## config.mk

```make
export PLATFORM = sky130hd
export DESIGN_NAME = rsr_ctrl
export DESIGN_NICKNAME = d
export VERILOG_FILES = /design/src/rsr_pkg.sv /design/src/rsr_sync.sv /design/src/rsr_ctrl.sv
export SDC_FILE = /design/constraint.sdc
export NUM_CORES = 1
export LEC_CHECK = 0
export BUFFER_PORTS_ARGS = -buffer_cell sky130_fd_sc_hd__buf_2
export CAP_MARGIN = 20
export CORE_ASPECT_RATIO = 0.9
export CORE_MARGIN = 2
export CORE_UTILIZATION = 56
export DETAILED_ROUTE_END_ITERATION = 8
export MAX_ROUTING_LAYER = met4
export PLACE_DENSITY = 0.88
export SYNTH_ARGS = -nofsm -noshare
export SYNTH_HDL_FRONTEND = slang
export SYNTH_SLANG_ARGS = --single-unit
```

## constraint.sdc

```tcl
create_clock -name core_clk_in -period 2.5 [get_ports core_clk_in]
set_input_delay 0.125 -clock core_clk_in [delete_from_list [all_inputs] [get_ports core_clk_in]]
set_output_delay 0.125 -clock core_clk_in [all_outputs]
set_load 0.02 [all_outputs]
```

## src/rsr_pkg.sv

```systemverilog
// shared constants and carriers for the reset and stop recovery control
package rsr_pkg;

    // ------------------------------------------------------------
    // timing
    // ------------------------------------------------------------
    localparam int RSR_CLK_MHZ = 250;
    // reset pin must be seen low this many clocks (async edge may cost one)
    localparam int RSR_PIN_MIN_CLKS = 3;
    localparam logic [2:0] RSR_PIN_MIN_CNT = 3'(RSR_PIN_MIN_CLKS);
    // length of the internal system reset sequence, in clocks
    localparam int RSR_SEQ_CLKS = 16;
    localparam logic [4:0] RSR_SEQ_CNT = 5'(RSR_SEQ_CLKS);
    // length of the sleep exit sequence, in clocks
    localparam int RSR_EXIT_CLKS = 8;
    localparam logic [4:0] RSR_EXIT_CNT = 5'(RSR_EXIT_CLKS);

    // ------------------------------------------------------------
    // reset cause register layout
    // ------------------------------------------------------------
    localparam int RSR_CAUSE_W = 5;
    localparam int RSR_BIT_POR = 0;
    localparam int RSR_BIT_PIN = 1;
    localparam int RSR_BIT_WDOG = 2;
    localparam int RSR_BIT_STOP = 3;
    localparam int RSR_BIT_DBG = 4;
    localparam logic [4:0] RSR_CAUSE_RST = 5'h01;

    // ------------------------------------------------------------
    // carriers
    // ------------------------------------------------------------
    typedef struct packed {
        logic watchdog_timeout;
        logic watchdog_response_select_option;
        logic int_enable;
        logic stop_mode;
        logic supply_brownout_detect;
    } rsr_ctl_t;

    typedef enum logic [3:0] {
        RSR_ST_RUN = 4'h1,
        RSR_ST_RESET = 4'h2,
        RSR_ST_EXIT = 4'h4,
        RSR_ST_BROWN = 4'h8
    } rsr_state_t;

endpackage : rsr_pkg

```

## src/rsr_sync.sv

```systemverilog
// two-flop synchroniser with one-cycle delayed copy for edge detection
`timescale 1ns/1ns
module rsr_sync #(
    parameter int W = 1,
    parameter logic [W-1:0] INIT = '0
) (
    // clock and reset
    input wire logic core_clk_in,
    input wire logic reset_n_in,
    input wire logic clk_en_in,
    // data
    input wire logic [W-1:0] async_in,
    output logic [W-1:0] sync_out,
    output logic [W-1:0] sync_d_out
);
    logic [W-1:0] meta_r;
    logic [W-1:0] meta_nxt;
    logic [W-1:0] sync_r;
    logic [W-1:0] sync_nxt;
    logic [W-1:0] last_r;
    logic [W-1:0] last_nxt;

    always_comb
    begin
        meta_nxt = meta_r;
        sync_nxt = sync_r;
        last_nxt = last_r;
        if (clk_en_in)
        begin
            meta_nxt = async_in;
            sync_nxt = meta_r;
            last_nxt = sync_r;
        end
    end

    always_ff @(posedge core_clk_in or negedge reset_n_in)
    begin
        if (!reset_n_in)
        begin
            meta_r <= INIT;
            sync_r <= INIT;
            last_r <= INIT;
        end
        else
        begin
            meta_r <= meta_nxt;
            sync_r <= sync_nxt;
            last_r <= last_nxt;
        end
    end

    assign sync_out = sync_r;
    assign sync_d_out = last_r;
endmodule : rsr_sync

```

## src/rsr_ctrl.sv

```systemverilog
// reset source and stop mode recovery control
// What this block does
// - outside stop mode a watchdog time-out with the option at 1 gives a system reset.
// - with the option at 0 a watchdog time-out raises an interrupt request instead.
// - a reset started by the watchdog sets the watchdog cause flag.
// - a reset pin held low for four clocks always leads to the system reset sequence.
// - a reset pin seen low for three synchronised clocks is already accepted.
// - every completed sleep exit sequence sets the stop flag.
// - in stop mode a watchdog reset response gives a sleep exit, not a reset.
// - in stop mode a watchdog interrupt response exits, then interrupts if enabled.
// - in stop mode a change on a wake-enabled pin starts a sleep exit.
// - in stop mode the reset pin gives a full system reset.
// - in stop mode a low debug pin gives a full system reset.
// - after brown-out the block runs a full power-on reset sequence.
// - a watchdog wake from stop sets both the watchdog and stop flags.
// - wake pins act on either edge.
`timescale 1ns/1ns
module rsr_ctrl #(
    parameter int WAKE_W = 8
) (
    // clock and reset
    input wire logic core_clk_in,
    input wire logic reset_n_in,
    input wire logic clk_en_in,
    // pins
    input wire logic ext_reset_n_in,
    input wire logic debug_pin_in,
    input wire logic [WAKE_W-1:0] wake_pin_in,
    input wire logic [WAKE_W-1:0] wake_enable_in,
    // control from the core
    input wire rsr_pkg::rsr_ctl_t ctl_in,
    // results
    output logic sys_reset_out,
    output logic exit_busy_out,
    output logic exit_done_out,
    output logic wdog_irq_out,
    output logic [rsr_pkg::RSR_CAUSE_W-1:0] reset_cause_register_out
);
    // ------------------------------------------------------------
    // synchronisers
    // ------------------------------------------------------------
    localparam int SW = WAKE_W + 2;
    logic [SW-1:0] pin_s;
    logic [SW-1:0] pin_d;

    rsr_sync #(
        .W(SW),
        .INIT({SW{1'b1}})
    ) u_sync (
        .core_clk_in(core_clk_in),
        .reset_n_in(reset_n_in),
        .clk_en_in(clk_en_in),
        .async_in({ext_reset_n_in, debug_pin_in, wake_pin_in}),
        .sync_out(pin_s),
        .sync_d_out(pin_d)
    );

    logic rst_pin_low;
    logic dbg_low;
    logic wake_edge;
    assign rst_pin_low = !pin_s[SW-1];
    assign dbg_low = !pin_s[SW-2];
    // either direction counts, only on enabled pins
    assign wake_edge = |((pin_s[WAKE_W-1:0] ^ pin_d[WAKE_W-1:0])
        & wake_enable_in);

    // ------------------------------------------------------------
    // sequencer
    // ------------------------------------------------------------
    rsr_pkg::rsr_state_t st_r;
    rsr_pkg::rsr_state_t st_nxt;
    logic [4:0] cnt_r;
    logic [4:0] cnt_nxt;
    logic [2:0] pin_cnt_r;
    logic [2:0] pin_cnt_nxt;
    logic [4:0] cause_r;
    logic [4:0] cause_nxt;
    logic irq_r;
    logic irq_nxt;
    logic irq_pend_r;
    logic irq_pend_nxt;
    logic done_r;
    logic done_nxt;
    logic pin_ok;
    logic wdog_rst;

    // a pin low for three synchronised clocks is taken as a real reset;
    // the first clock may be lost to the asynchronous edge
    assign pin_ok = rst_pin_low
        && (pin_cnt_r >= rsr_pkg::RSR_PIN_MIN_CNT - 3'h1);
    assign wdog_rst = ctl_in.watchdog_timeout
        && ctl_in.watchdog_response_select_option;

    always_comb
    begin
        st_nxt = st_r;
        cnt_nxt = cnt_r;
        pin_cnt_nxt = pin_cnt_r;
        cause_nxt = cause_r;
        irq_nxt = irq_r;
        irq_pend_nxt = irq_pend_r;
        done_nxt = done_r;
        if (clk_en_in)
        begin
            // pulses last one enabled cycle, so they freeze with the rest
            irq_nxt = 1'b0;
            done_nxt = 1'b0;
            pin_cnt_nxt = rst_pin_low
                ? (pin_cnt_r == 3'h7 ? pin_cnt_r : pin_cnt_r + 3'h1)
                : 3'h0;
            if (ctl_in.supply_brownout_detect)
            begin
                st_nxt = rsr_pkg::RSR_ST_BROWN;
                cnt_nxt = 5'h00;
                cause_nxt = rsr_pkg::RSR_CAUSE_RST;
                irq_pend_nxt = 1'b0;
            end
            else
            begin
                case (st_r)
                    rsr_pkg::RSR_ST_RUN:
                    begin
                        if (pin_ok)
                        begin
                            st_nxt = rsr_pkg::RSR_ST_RESET;
                            cnt_nxt = 5'h00;
                            cause_nxt = 5'h00;
                            cause_nxt[rsr_pkg::RSR_BIT_PIN] = 1'b1;
                        end
                        else if (ctl_in.stop_mode && dbg_low)
                        begin
                            st_nxt = rsr_pkg::RSR_ST_RESET;
                            cnt_nxt = 5'h00;
                            cause_nxt = 5'h00;
                            cause_nxt[rsr_pkg::RSR_BIT_DBG] = 1'b1;
                        end
                        else if (ctl_in.stop_mode
                            && (ctl_in.watchdog_timeout || wake_edge))
                        begin
                            st_nxt = rsr_pkg::RSR_ST_EXIT;
                            cnt_nxt = 5'h00;
                            cause_nxt = 5'h00;
                            cause_nxt[rsr_pkg::RSR_BIT_WDOG] =
                                ctl_in.watchdog_timeout;
                            irq_pend_nxt = ctl_in.watchdog_timeout
                                && !ctl_in.watchdog_response_select_option
                                && ctl_in.int_enable;
                        end
                        else if (wdog_rst)
                        begin
                            st_nxt = rsr_pkg::RSR_ST_RESET;
                            cnt_nxt = 5'h00;
                            cause_nxt = 5'h00;
                            cause_nxt[rsr_pkg::RSR_BIT_WDOG] = 1'b1;
                        end
                        else if (ctl_in.watchdog_timeout)
                        begin
                            irq_nxt = 1'b1;
                        end
                    end
                    rsr_pkg::RSR_ST_EXIT:
                    begin
                        if (pin_ok)
                        begin
                            st_nxt = rsr_pkg::RSR_ST_RESET;
                            cnt_nxt = 5'h00;
                            cause_nxt = 5'h00;
                            cause_nxt[rsr_pkg::RSR_BIT_PIN] = 1'b1;
                            irq_pend_nxt = 1'b0;
                        end
                        else if (cnt_r == rsr_pkg::RSR_EXIT_CNT - 5'h01)
                        begin
                            st_nxt = rsr_pkg::RSR_ST_RUN;
                            cause_nxt[rsr_pkg::RSR_BIT_STOP] = 1'b1;
                            done_nxt = 1'b1;
                            irq_nxt = irq_pend_r;
                            irq_pend_nxt = 1'b0;
                        end
                        else
                        begin
                            cnt_nxt = cnt_r + 5'h01;
                        end
                    end
                    rsr_pkg::RSR_ST_RESET,
                    rsr_pkg::RSR_ST_BROWN:
                    begin
                        // the pin held low keeps the sequence from ending
                        if (rst_pin_low)
                        begin
                            cnt_nxt = 5'h00;
                        end
                        else if (cnt_r == rsr_pkg::RSR_SEQ_CNT - 5'h01)
                        begin
                            st_nxt = rsr_pkg::RSR_ST_RUN;
                        end
                        else
                        begin
                            cnt_nxt = cnt_r + 5'h01;
                        end
                    end
                    default:
                    begin
                        st_nxt = rsr_pkg::RSR_ST_BROWN;
                        cnt_nxt = 5'h00;
                    end
                endcase
            end
        end
    end

    always_ff @(posedge core_clk_in or negedge reset_n_in)
    begin
        if (!reset_n_in)
        begin
            st_r <= rsr_pkg::RSR_ST_BROWN;
            cnt_r <= 5'h00;
            pin_cnt_r <= 3'h0;
            cause_r <= rsr_pkg::RSR_CAUSE_RST;
            irq_r <= 1'b0;
            irq_pend_r <= 1'b0;
            done_r <= 1'b0;
        end
        else
        begin
            st_r <= st_nxt;
            cnt_r <= cnt_nxt;
            pin_cnt_r <= pin_cnt_nxt;
            cause_r <= cause_nxt;
            irq_r <= irq_nxt;
            irq_pend_r <= irq_pend_nxt;
            done_r <= done_nxt;
        end
    end

    assign sys_reset_out = (st_r == rsr_pkg::RSR_ST_RESET)
        || (st_r == rsr_pkg::RSR_ST_BROWN);
    assign exit_busy_out = (st_r == rsr_pkg::RSR_ST_EXIT);
    assign exit_done_out = done_r;
    assign wdog_irq_out = irq_r;
    assign reset_cause_register_out = cause_r;
endmodule : rsr_ctrl

```

==> results of run 1 <==
## layer usage
metal,vias up,wire length [um]
met4,0,112
met2,41,2410
li1,830,-
met5,-,0
met3,10,181
met1,870,2130
## cell usage after synthesis, types with 2 or more instances
cell       n
clkbuf_1   3
xor2_1     8
nor3_1     3
dfrtp_1   18
a22o_1     2
nand2_1   16
ha_1       5
inv_1      8
buf_1      2
o31ai_1    2
a21oi_1    6
buf_2      3
o21ai_0   11
nor2_1     8
nor4_1     2
nand3_1    4
a211oi_1   2
a22oi_1    2
nand2b_1   6
o22ai_1    2
and3_1     4
mux2_2    32
nor4b_1    4
dfstp_2   30
a21o_1     2
## kinds of logic after synthesis
| logic type | after synthesis |
|---|---|
| AND/OR/NAND/NOR | 56 |
| flip-flops | 48 |
| AO/OA/AOI/OAI | 41 |
| multiplexers | 32 |
| buffers and inverters | 18 |
| XOR/XNOR | 9 |
| adder cells (fa/ha/maj) | 5 |
## state kept, by name (all words and copies together) (netlist names)
signal	count
reset_cause_register_out	5
u_sync.sync_d_out	8
cnt_r	5
wdog_irq_out	1
u_sync.sync_out	10
exit_done_out	1
u_sync.meta_r	10
pin_cnt_r	3
st_r	4
irq_pend_r	1
## placed cells by master, fill, tap and decap left out, types with 2 or more instances in the layout
cell      count
a21o_1        2
nor3_1        3
o31ai_1       2
a211oi_1      2
a21oi_1       6
dfstp_2      30
and3_1        4
dfrtp_1      18
buf_4         6
a22o_1        2
nor2_1        8
xor2_1        8
clkbuf_8      5
nor4_1        2
nand2b_1      6
o22ai_1       2
mux2_2       32
nand2_1      16
buf_2        34
nor4b_1       4
a22oi_1       2
o21ai_0      11
nand3_1       4
ha_1          5
inv_1         8
## power by group through the flow
| stage | Sequential (W) | Combinational, W | Clock [W] |
|---|---|---|---|
| after floorplan | 0.00106 | 0.000408 | 0 |
| after CTS | 0.00106 | 0.000586 | 0.000531 |
| after global placement | 0.00106 | 0.000560 | 0 |
| final | 0.00106 | 0.000587 | 0.000518 |
| after detailed placement | 0.00107 | 0.000578 | 0 |
| after global routing | 0.00108 | 0.000654 | 0.000570 |
## worst paths after layout
check                                               to  slack, ns  cells past startpoint
setup / recovery           reset_cause_register_out[1]       0.17                      8
hold / removal                        u_sync.meta_r[7]       0.05                      2
setup reg to reg           reset_cause_register_out[1]       0.17                      8
hold reg to reg                          exit_done_out       0.50                      2
max in group asynchronous             u_sync.meta_r[1]       1.29                      3
min in group asynchronous                 wdog_irq_out       0.48                      2
## cell type report
class	instances	area share, %
clock inverters	2	0.407
clock buffers	6	3.39
multi-input cells	143	40.0
inverters	9	1.22
repair buffers	41	8.13
well taps	48	2.17
flip-flops and latches	48	44.7
## critical path, delay by kind of cell, from the launching register on
| family | cells | cell delay, ns |
|---|---|---|
| AOI/OAI and AO/OA | 1 | 0.20 |
| adders and majority gates | 1 | 0.19 |
| DFF | 1 | 0.37 |
| muxes | 1 | 0.29 |
| and+or+nand+nor | 4 | 1.09 |
| buffers and inverters | 1 | 0.08 |
## metrics by stage
stage / instance area [um2] / instances / setup WS, ns / power, W / utilization, %
after floorplan: 2420 / 209 / 0.370 / 0.00147 / -
after global placement: 2660 / 288 / 0.291 / 0.00162 / 64.3
after detailed placement: 2660 / 288 / 0.227 / 0.00165 / 64.3
after CTS: 2770 / 297 / 0.194 / 0.00217 / 67.1
after global routing: 2770 / 297 / 0.0215 / 0.00230 / 67.1
final: 2770 / 297 / 0.171 / 0.00216 / 67.1
==> impl_results.md, run 1 <==
* Outcome: finished clean
* CTS tree: built
* Post-synth EDFFs at 0
* Die area at 4870 um2
* Reg power frac at about half
* GRT busiest layer: met2
* Net Switching at 0.000679 W
* # rows at 22
* Simple-gate share of the synthesized area at 12.7%
* Synthesized net count at between 200 and 250
* Critical Path RT at around 2.7 ns
* Compound-Gate Fraction of Synth Area at 12.3%
* Hold Vio Cnt, Final at 0
* Multi-input logic area at 1110 um2
* Xor/xnor share of the synthesized area at 3.25%
* Slowest stage delay, CP at 0.43 ns
* Slew @ Worst Pin at 0.858 ns
* Hold Worst Slack at 0.0480 ns
* DR vias at 1751
* Achievable Freq at 429 MHz
* Final period util at between 90 and 100%
* CTS max path bufs at 2
* Top cell type's share of synthesized area at 32.5%
* Mux contribution to synthesized area at between 10% and 20%
* Syn avg cell area at 11.6 um2
* Largest net degree at the start of global routing at 42
* Syn Inst Count at 209
* Worst Skew at roughly 0.0035 ns
* Die width at 73.4 um
* Hold Crit Class: in2reg
* Layout area overhead at 14.2%
* Crit path cell chain: inv_1 > ha_1 > or3_1 > nand2_1 > nand4b_1 > or2_1 > o211a_1 > mux2_2
* Vias in the first global route at approximately 1800
* Filler cells at ~310
* Global-route wire length before repair at 8140 um
* H-tree lvl count at 2
* Synth Area in Adders at under 10%
* HPWL Detailed at 3450 um
* Initial antenna violation count at 0
* Critical path arrival at approximately 2.5 ns
* Wire per inst at ~16 um
* # IOs at 35
* Post-cts sizing count at 0
* Most used DFF post-synth: dfstp_2
* Synth cell types at 49
* Chip Height at 66.4 um
* Post-synthesis sequential area ratio at 51.1%
* Worst Setup End Kind: register
* Final antenna-violating net count at 0
* TritonCTS Buffers at 5
* GR Util met2 at 37.0%
* Core ar. at 4130 um2
* All-Layer GR Usage at 23.1%
* Setup TNS at 0 ns
* Clock Pin Slew Worst Setup and Hold Paths at 0.09 ns
* GRT overflow at 0
* N_diodes at 0
* Share of cells above drive strength 1 at a little under half
* Initial DRC Count at 142
* Drt total wl at 4830 um
* YS warnings at 0
* VDD IR max at approximately 0.57 mV
* Setup bufs post-CTS at 0
* Fin nets at 279
* Sw Ratio at a little under a third
* GPL Wtd Cong at 0.833
* Clock root buffer master: clkbuf_8
* RSZ-0062 raised after global routing: no
* Minimum clock period at 2.33 ns
* Critical path origin: pin_cnt_r[0]
* Met3 Track Usage GR at under 10%
* Combinational group share of total power at between 20% and 30%
* CP Class: reg2reg
* Largest family of logic cells by synthesized area: multiplexers
* Met1 Use GR at 27.9%
* Max Cap Violations at 0
* Worst path slowest cell: or3_1
* Setup violations, final at 0
* Hold_buf cts at 1
* Ys async rst share at 100%
* Hold Crit Start: wake_pin_in[7]
* Top cells by area, synth: dfstp_2 (33%), dfrtp_1 (19%), mux2_2 (15%), xor2_1 (2.9%), ha_1 (2.6%)
* Register Area at 1240 um2
* Cell type with the highest aggregate area in the netlist: dfstp_2
* Final Max Slew Viols at 0
* Post-route DRC violation count at 0
* PwrDens at between 700 and 800 nW/um2
* Seq cells post-synth at 48
* Latest clock arrival within the worst-skew pair at 0.30 ns
* Initial Util at around three fifths
* Clk pwr share at between 20% and 30%
* Mapped Area at 2420 um2
* Num Clock Sinks at 48
* Rel. slew slack at between 40 and 50%
* Critical R2R Launch: pin_cnt_r[0]
* Leakage Power at 1.25 nW
* Crit path launch type: register
* Drt pass-1 iters at 4
* Number of I/O port buffers at 34
* Crit-path max FO at 4
* Int Pwr at 0.00148 W
* Vias per std cell at 5.90
Note: power is estimated with default switching activity, not from simulation.
==> run 2: changes to the inputs <==
- clock period: 2.5 -> 2.6 ns (I/O delays scaled with it)
==> run 2 against run 1 <==
Sequential power is essentially flat. First-iteration DRC count shrank 13%. Total power fell by 4.2%. Global-route usage down 1.3 points. Worst hold slack gained 0.0051 ns. Cell area fell by 0.41%. Setup slack better by 0.072 ns. Cell count decreased by 1.0%. Clock skew grew 0.0049 ns. Largest cell class unchanged. Highest routed layer unchanged.
==> impl_results.md, run 2 (synthesized netlist as in run 1, its figures left out) <==
* Combinational group share of total power at 24.9% (-2.2 points)
* Initial antenna violation count at 0 (unchanged)
* N_diodes at 0 (unchanged)
* Reg power frac at 49.8% (+0.9 points)
* Clock root buffer master: clkbuf_8
* Number of I/O port buffers at 34 (unchanged)
* Drt total wl at 4420 um (-8.4%)
* GPL Wtd Cong at 0.997 (+20%)
* # IOs at 35 (unchanged)
* CTS tree: built
* Vias per std cell at 5.82 (-1.2%)
* CP endpoint: cnt_r[2]
* Crit path cell chain: xor2_1 > a222oi_1 > a41oi_1 > o211ai_2 > or4b_1 > nand2_1
* Reg-to-reg slack, setup at 0.24 ns (+0.07 ns)
* Share of cells above drive strength 1 at 45.5% (-0.66 points)
* Sw Ratio at 30.7% (-0.68 points)
* Commonest non-fill, non-tap cell in the layout: buf_2
* Largest net degree at the start of global routing at 43 (+2.4%)
* Hold Crit Class: in2reg
* Final worst slack at 0.243 ns (+0.0716 ns)
* GRT overflow at 0 (unchanged)
* Critical R2R Launch: u_sync.sync_out[7]
* Crit-path max FO at 10 (+6)
* Num Clock Sinks at 48 (unchanged)
* RSZ-0062 raised after global routing: no
* Layout area overhead at 13.8%
* Worst path slowest cell: dfstp_2
* Final Max Slew Viols at 0 (unchanged)
* Clock Pin Slew Worst Setup and Hold Paths at 0.09 ns (about the same)
* Initial DRC Count at 123 (-13%)
* Int Pwr at 0.00144 W (-3.3%)
* TritonCTS Buffers at 5 (unchanged)
* Critical path origin: u_sync.sync_out[7]
* HPWL Detailed at 3160 um (-8.5%)
* Setup violations, final at 0 (unchanged)
* Slew @ Worst Pin at 0.876 ns (+0.0183 ns)
* VDD IR max at 0.658 mV (+15%)
* Clk pwr share at 25.4% (+1.4 points)
* Fin nets at 276 (-1.1%)
* PwrDens at 751 nW/um2 (-3.8%)
* Layout Utilization at 66.8% (-0.27 points)
* Rel. slew slack at 41.6% (-1.2 points)
* Leakage Power at 1.24 nW (-1.1%)
* Critical path arrival at 2.60 ns (+0.07 ns)
* Final period util at 90.7% (-2.5 points)
* Worst Setup End Kind: register
* Minimum clock period at 2.36 ns (+0.0284 ns)
* Die width at 73.4 um (unchanged)
* # rows at 22 (unchanged)
* Post-route DRC violation count at 0 (unchanged)
* Wire per inst at 15.0 um (-7.5%)
* Global-route wire length before repair at 7680 um (-5.7%)
* Most frequent cells in the layout: buf_2 (34), mux2_2 (32), dfstp_2 (30)
* CP Class: reg2reg
* DR vias at 1712 (-2.2%)
* Critical Path RT at 2.84 ns (+0.14 ns)
* RR Endpoint: cnt_r[2]
* Max Cap Violations at 0 (unchanged)
* Core ar. at 4130 um2 (unchanged)
* Net Switching at 0.000636 W (-6.3%)
* Worst Skew at 0.00837 ns (+0.00489 ns)
* Outcome: finished clean
* Post-Place Setup Slack at 0.276 ns (+0.0492 ns)
* Setup TNS at 0 ns (unchanged)
* Final antenna-violating net count at 0 (unchanged)
* All-Layer GR Usage at 21.7% (-1.3 points)
* H-tree lvl count at 2 (unchanged)
* Chip Height at 66.4 um (unchanged)
* Slowest stage delay, CP at 0.57 ns (+0.14 ns)
* Crit path launch type: register
* Hold Vio Cnt, Final at 0 (unchanged)
* Initial Util at 58.7% (unchanged)
* Latest clock arrival within the worst-skew pair at 0.31 ns (about the same)
* Achievable Freq at 424 MHz (-1.2%)
* Die area at 4870 um2 (unchanged)
* CTS max path bufs at 2 (unchanged)
* Drt pass-1 iters at 4 (unchanged)
* Vias in the first global route at 1654 (-5.7%)
* R2R depth at 6 (-2)
[run 2: per-layer routing]
| metal | routed length [um] | vias up | global-route usage [%] | part of all wire, % |
|---|---|---|---|---|
| li1 | - | 819 | - | - |
| met4 | 131 | 0 | 10.9 | 3.0 |
| met3 | 256 | 13 | 6.25 | 5.8 |
| met2 | 2020 | 53 | 31.9 | 46 |
| met5 | 0 | - | - | 0 |
| met1 | 2010 | 827 | 27.5 | 45 |
[run 2: worst max-delay path, delay by kind of cell (launching register included)]
| family | cells | cell delay [ns] |
|---|---|---|
| flip-flops | 1 | 0.57 |
| AND/OR/NAND/NOR | 2 | 0.60 |
| AO/OA/AOI/OAI | 3 | 0.91 |
| XOR/XNOR | 1 | 0.21 |
[run 2: worst min-delay path by stage]
stage	start	end	slack, ns	cells after the start
after floorplan	reset_n_in	cnt_r[0]	-0.17	0
after global placement	reset_n_in	pin_cnt_r[2]	0.31	1
after detailed placement	reset_n_in	pin_cnt_r[1]	0.31	1
after CTS	wake_pin_in[0]	u_sync.meta_r[0]	0.04	2
after global routing	wake_pin_in[1]	u_sync.meta_r[1]	0.04	2
final	wake_pin_in[0]	u_sync.meta_r[0]	0.05	2
[run 2: power groups by stage]
| stage | registers (W) | logic, W | clock network [W] |
|---|---|---|---|
| 2_1_floorplan | 0.00102 | 0.000393 | 0 |
| 3_3_place_gp | 0.00103 | 0.000498 | 0 |
| 3_5_place_dp | 0.00104 | 0.000511 | 0 |
| 4_1_cts | 0.00103 | 0.000517 | 0.000536 |
| 5_1_grt | 0.00105 | 0.000577 | 0.000573 |
| 6_report | 0.00103 | 0.000515 | 0.000526 |
[run 2: layout make-up]
type	count	area, um2
Inverter	9	33.8
Clock buffer	7	108
Clock inverter	1	8.76
Tap cell	48	60.1
Sequential cell	48	1240
Fill cell	311	1370
Timing Repair Buffer	38	203
Multi-Input combinational cell	143	1110
[run 2: timing repair]
item                                   CTS  global route
resized for setup                        0             0
endpoints found under the hold margin   18             0
hold buffers                             1             0
setup buffers                            0             0
[run 2: metrics by stage]
step                      cells  hold slack (ns)  power [W]  area [um2]
after detailed placement    285            0.314    0.00155        2630
after global placement      285            0.305    0.00153        2630
after floorplan             209           -0.166    0.00141        2420
final                       294           0.0531    0.00207        2760
after global routing        294           0.0415    0.00220        2760
after CTS                   294           0.0432    0.00208        2760
==> run 3: changes to the inputs <==
- CORE_UTILIZATION: 56 -> 57
- PLACE_DENSITY: 0.88 -> 0.89
- SYNTH_HIERARCHICAL: default -> 1
==> run 3 against run 2 <==
First-iteration DRC count down 29%. Flip-flop and latch count stayed put. Count of clock-buffer cells in the layout decreased by 1. Clock power is 7.8% lower. Sequential power hardly changed. Combinational power up 7.2%. Clock skew down 0.0011 ns. Non-clock buffer count unchanged. Utilization shrank 0.69 points. Setup slack worse by 0.031 ns. Wire length increased by 4.9%. Critical path type unchanged. Highest routed layer unchanged.
==> impl_results.md, run 3 <==
* Int Pwr at 0.00143 W (-0.22%)
* N_diodes at 0 (unchanged)
* Final total power at 0.00205 W (-0.87%)
* Syn Inst Count at 201 (-3.8%)
* Reg-to-reg slack, setup at 0.21 ns (-0.03 ns)
* TritonCTS Buffers at 5 (unchanged)
* # IOs at 35 (unchanged)
* Syn avg cell area at 12.8 um2 (+11%)
* Largest net degree at the start of global routing at 41 (-4.7%)
* Final period util at 91.9% (+1.2 points)
* Mapped Area at 2580 um2 (+6.4%)
* Hold path cells at 2 (unchanged)
* Wire per inst at 15.4 um (+2.2%)
* Critical Path Stages at 6 (unchanged)
* Vias per std cell at 5.63 (-3.3%)
* Share of cells above drive strength 1 at 50.0% (+4.5 points)
* Slew @ Worst Pin at 0.821 ns (-0.0548 ns)
* Clock Pin Slew Worst Setup and Hold Paths at 0.08 ns (about the same)
* Sw Ratio at 30.3% (-0.45 points)
* Chip Height at 67.8 um (+2.1%)
* CP Class: reg2reg
* Core ar. at 4400 um2 (+6.6%)
* Clock root buffer master: clkbuf_8
* R2R depth at 6 (unchanged)
* Cells after DPL at 293 (+2.8%)
* Critical Path RT at 2.78 ns (-0.06 ns)
* Hold Crit Class: in2reg
* VDD IR max at 0.479 mV (-27%)
* Crit-path max FO at 9 (-1)
* Die area at 5080 um2 (+4.3%)
* Post-route DRC violation count at 0 (unchanged)
* Reg power frac at 49.5% (-0.3 points)
* Fin nets at 270 (-2.2%)
* Layout area overhead at 12.8%
* Minimum clock period at 2.39 ns (+0.0311 ns)
* Latest clock arrival within the worst-skew pair at 0.29 ns (-0.02 ns)
* DR vias at 1700 (-0.70%)
* Initial Util at 58.6% (-0.10 points)
* Number of I/O port buffers at 34 (unchanged)
* Most frequent cells in the layout: buf_2 (34), dfstp_2 (30), mux2_4 (28)
* Synthesized net count at 232 (-3.3%)
* Setup violations, final at 0 (unchanged)
* All-Layer GR Usage at 21.6% (-0.15 points)
* Final Max Slew Viols at 0 (unchanged)
* Achievable Freq at 419 MHz (-1.3%)
* Outcome: finished clean
* Net Switching at 0.000622 W (-2.3%)
* Die width at 74.9 um (+2.1%)
* Combinational group share of total power at 26.9% (+2.0 points)
* CTS max path bufs at 2 (unchanged)
* GRT overflow at 0 (unchanged)
* Drt pass-1 iters at 4 (unchanged)
* Worst path slowest cell: or4b_1
* Drt total wl at 4640 um (+4.9%)
* Worst Setup End Kind: register
* Critical R2R Launch: st_r[2]
* RSZ-0062 raised after global routing: no
* CP bufs+invs at 0 (unchanged)
* Final antenna-violating net count at 0 (unchanged)
* Setup bufs post-CTS at 0 (unchanged)
* Crit path launch type: register
* Initial antenna violation count at 0 (unchanged)
* Hold Crit Start: wake_pin_in[6]
* Critical path arrival at 2.57 ns (-0.03 ns)
* Clk pwr share at 23.6% (-1.8 points)
* Initial DRC Count at 87 (-29%)
* Leakage Power at 1.35 nW (+9.2%)
* Setup TNS at 0 ns (unchanged)
* H-tree lvl count at 2 (unchanged)
* Vias in the first global route at 1723 (+4.2%)
* CTS tree: built
* Hold Path End: u_sync/meta_r[6]
* Crit path cell chain: or4b_1 > nor2_8 > nand4_4 > o31ai_4 > a211oi_2 > mux2_1
* # rows at 23 (+4.5%)
* Final cell count without fillers at 302 (+2.7%)
* Rel. slew slack at 45.2% (+3.7 points)
* Global-route wire length before repair at 8020 um (+4.5%)
* GPL Wtd Cong at 0.876 (-12%)
* Top delay family on crit path: simple AND/OR/NAND/NOR gates
* Slowest stage delay, CP at 0.71 ns (+0.14 ns)
* Hold Vio Cnt, Final at 0 (unchanged)
* RR Endpoint: st_r[2]
* Num Clock Sinks at 48 (unchanged)
* Max Cap Violations at 0 (unchanged)
* Commonest non-fill, non-tap cell in the layout: buf_2
* YS warnings at 6 (+6)
* Worst Skew at 0.00722 ns (-0.00114 ns)
* HPWL Detailed at 3520 um (+12%)
* Post-cts sizing count at 0 (unchanged)
* PwrDens at 706 nW/um2 (-6.1%)
## run 3: cell count changes in the layout (fill, tap and decap cells not counted), sizes merged, moves of 3 or more
cell and delta:
nor3 +4, nor4b -3, nand2b -4, a21oi -3
mux2 +3, o21ai -5
## run 3: layout make-up
type	instances	area, um2
fillers	325	1490
inverters	9	33.8
clock buffers	6	93.8
well taps	62	77.6
repair buffers	38	203
multi-input cells	137	1250
clock inverters	2	12.5
flip-flops and latches	48	1240
## run 3: per-layer routing
| metal | vias to the layer above | global-route usage (%) | part of all wire, % |
|---|---|---|---|
| met3 | 12 | 4.42 | 4.1 |
| met4 | 0 | 8.04 | 2.3 |
| met5 | - | - | 0 |
| met1 | 837 | 28.0 | 46 |
| li1 | 809 | - | - |
| met2 | 42 | 33.7 | 48 |
## run 3: worst max path at each step
| stage | startpoint | endpoint | slack, ns |
|---|---|---|---|
| 2_1_floorplan | st_r[2] | st_r[2] | 0.34 |
| 3_3_place_gp | st_r[2] | st_r[2] | 0.21 |
| 3_5_place_dp | st_r[2] | st_r[2] | 0.15 |
| 4_1_cts | st_r[2] | st_r[2] | 0.14 |
| 5_1_grt | st_r[2] | st_r[2] | 0.05 |
| 6_report | st_r[2] | st_r[2] | 0.21 |
## run 3: timing repair
action                                  CTS  global route
hold endpoints to repair                 18             0
endpoints found under the setup margin    0             1
hold buffers                              1             0
## run 3: per-stage QoR
stage                     hold slack, ns  setup WS, ns  utilization [%]  instance area [um2]
after floorplan                   -0.166         0.344                -                 2580
after global placement             0.275         0.206             63.5                 2800
after detailed placement           0.274         0.147             63.5                 2800
after CTS                         0.0530         0.139             66.1                 2910
after global routing              0.0491        0.0483             66.1                 2910
final                             0.0636         0.211             66.1                 2910
## run 3: power groups by stage
stage	Sequential, W	Clock (W)	Combinational [W]
after floorplan	0.00102	0	0.000409
after global placement	0.00102	0	0.000534
after detailed placement	0.00103	0	0.000553
after CTS	0.00102	0.000499	0.000556
after global routing	0.00104	0.000530	0.000616
final	0.00102	0.000485	0.000552
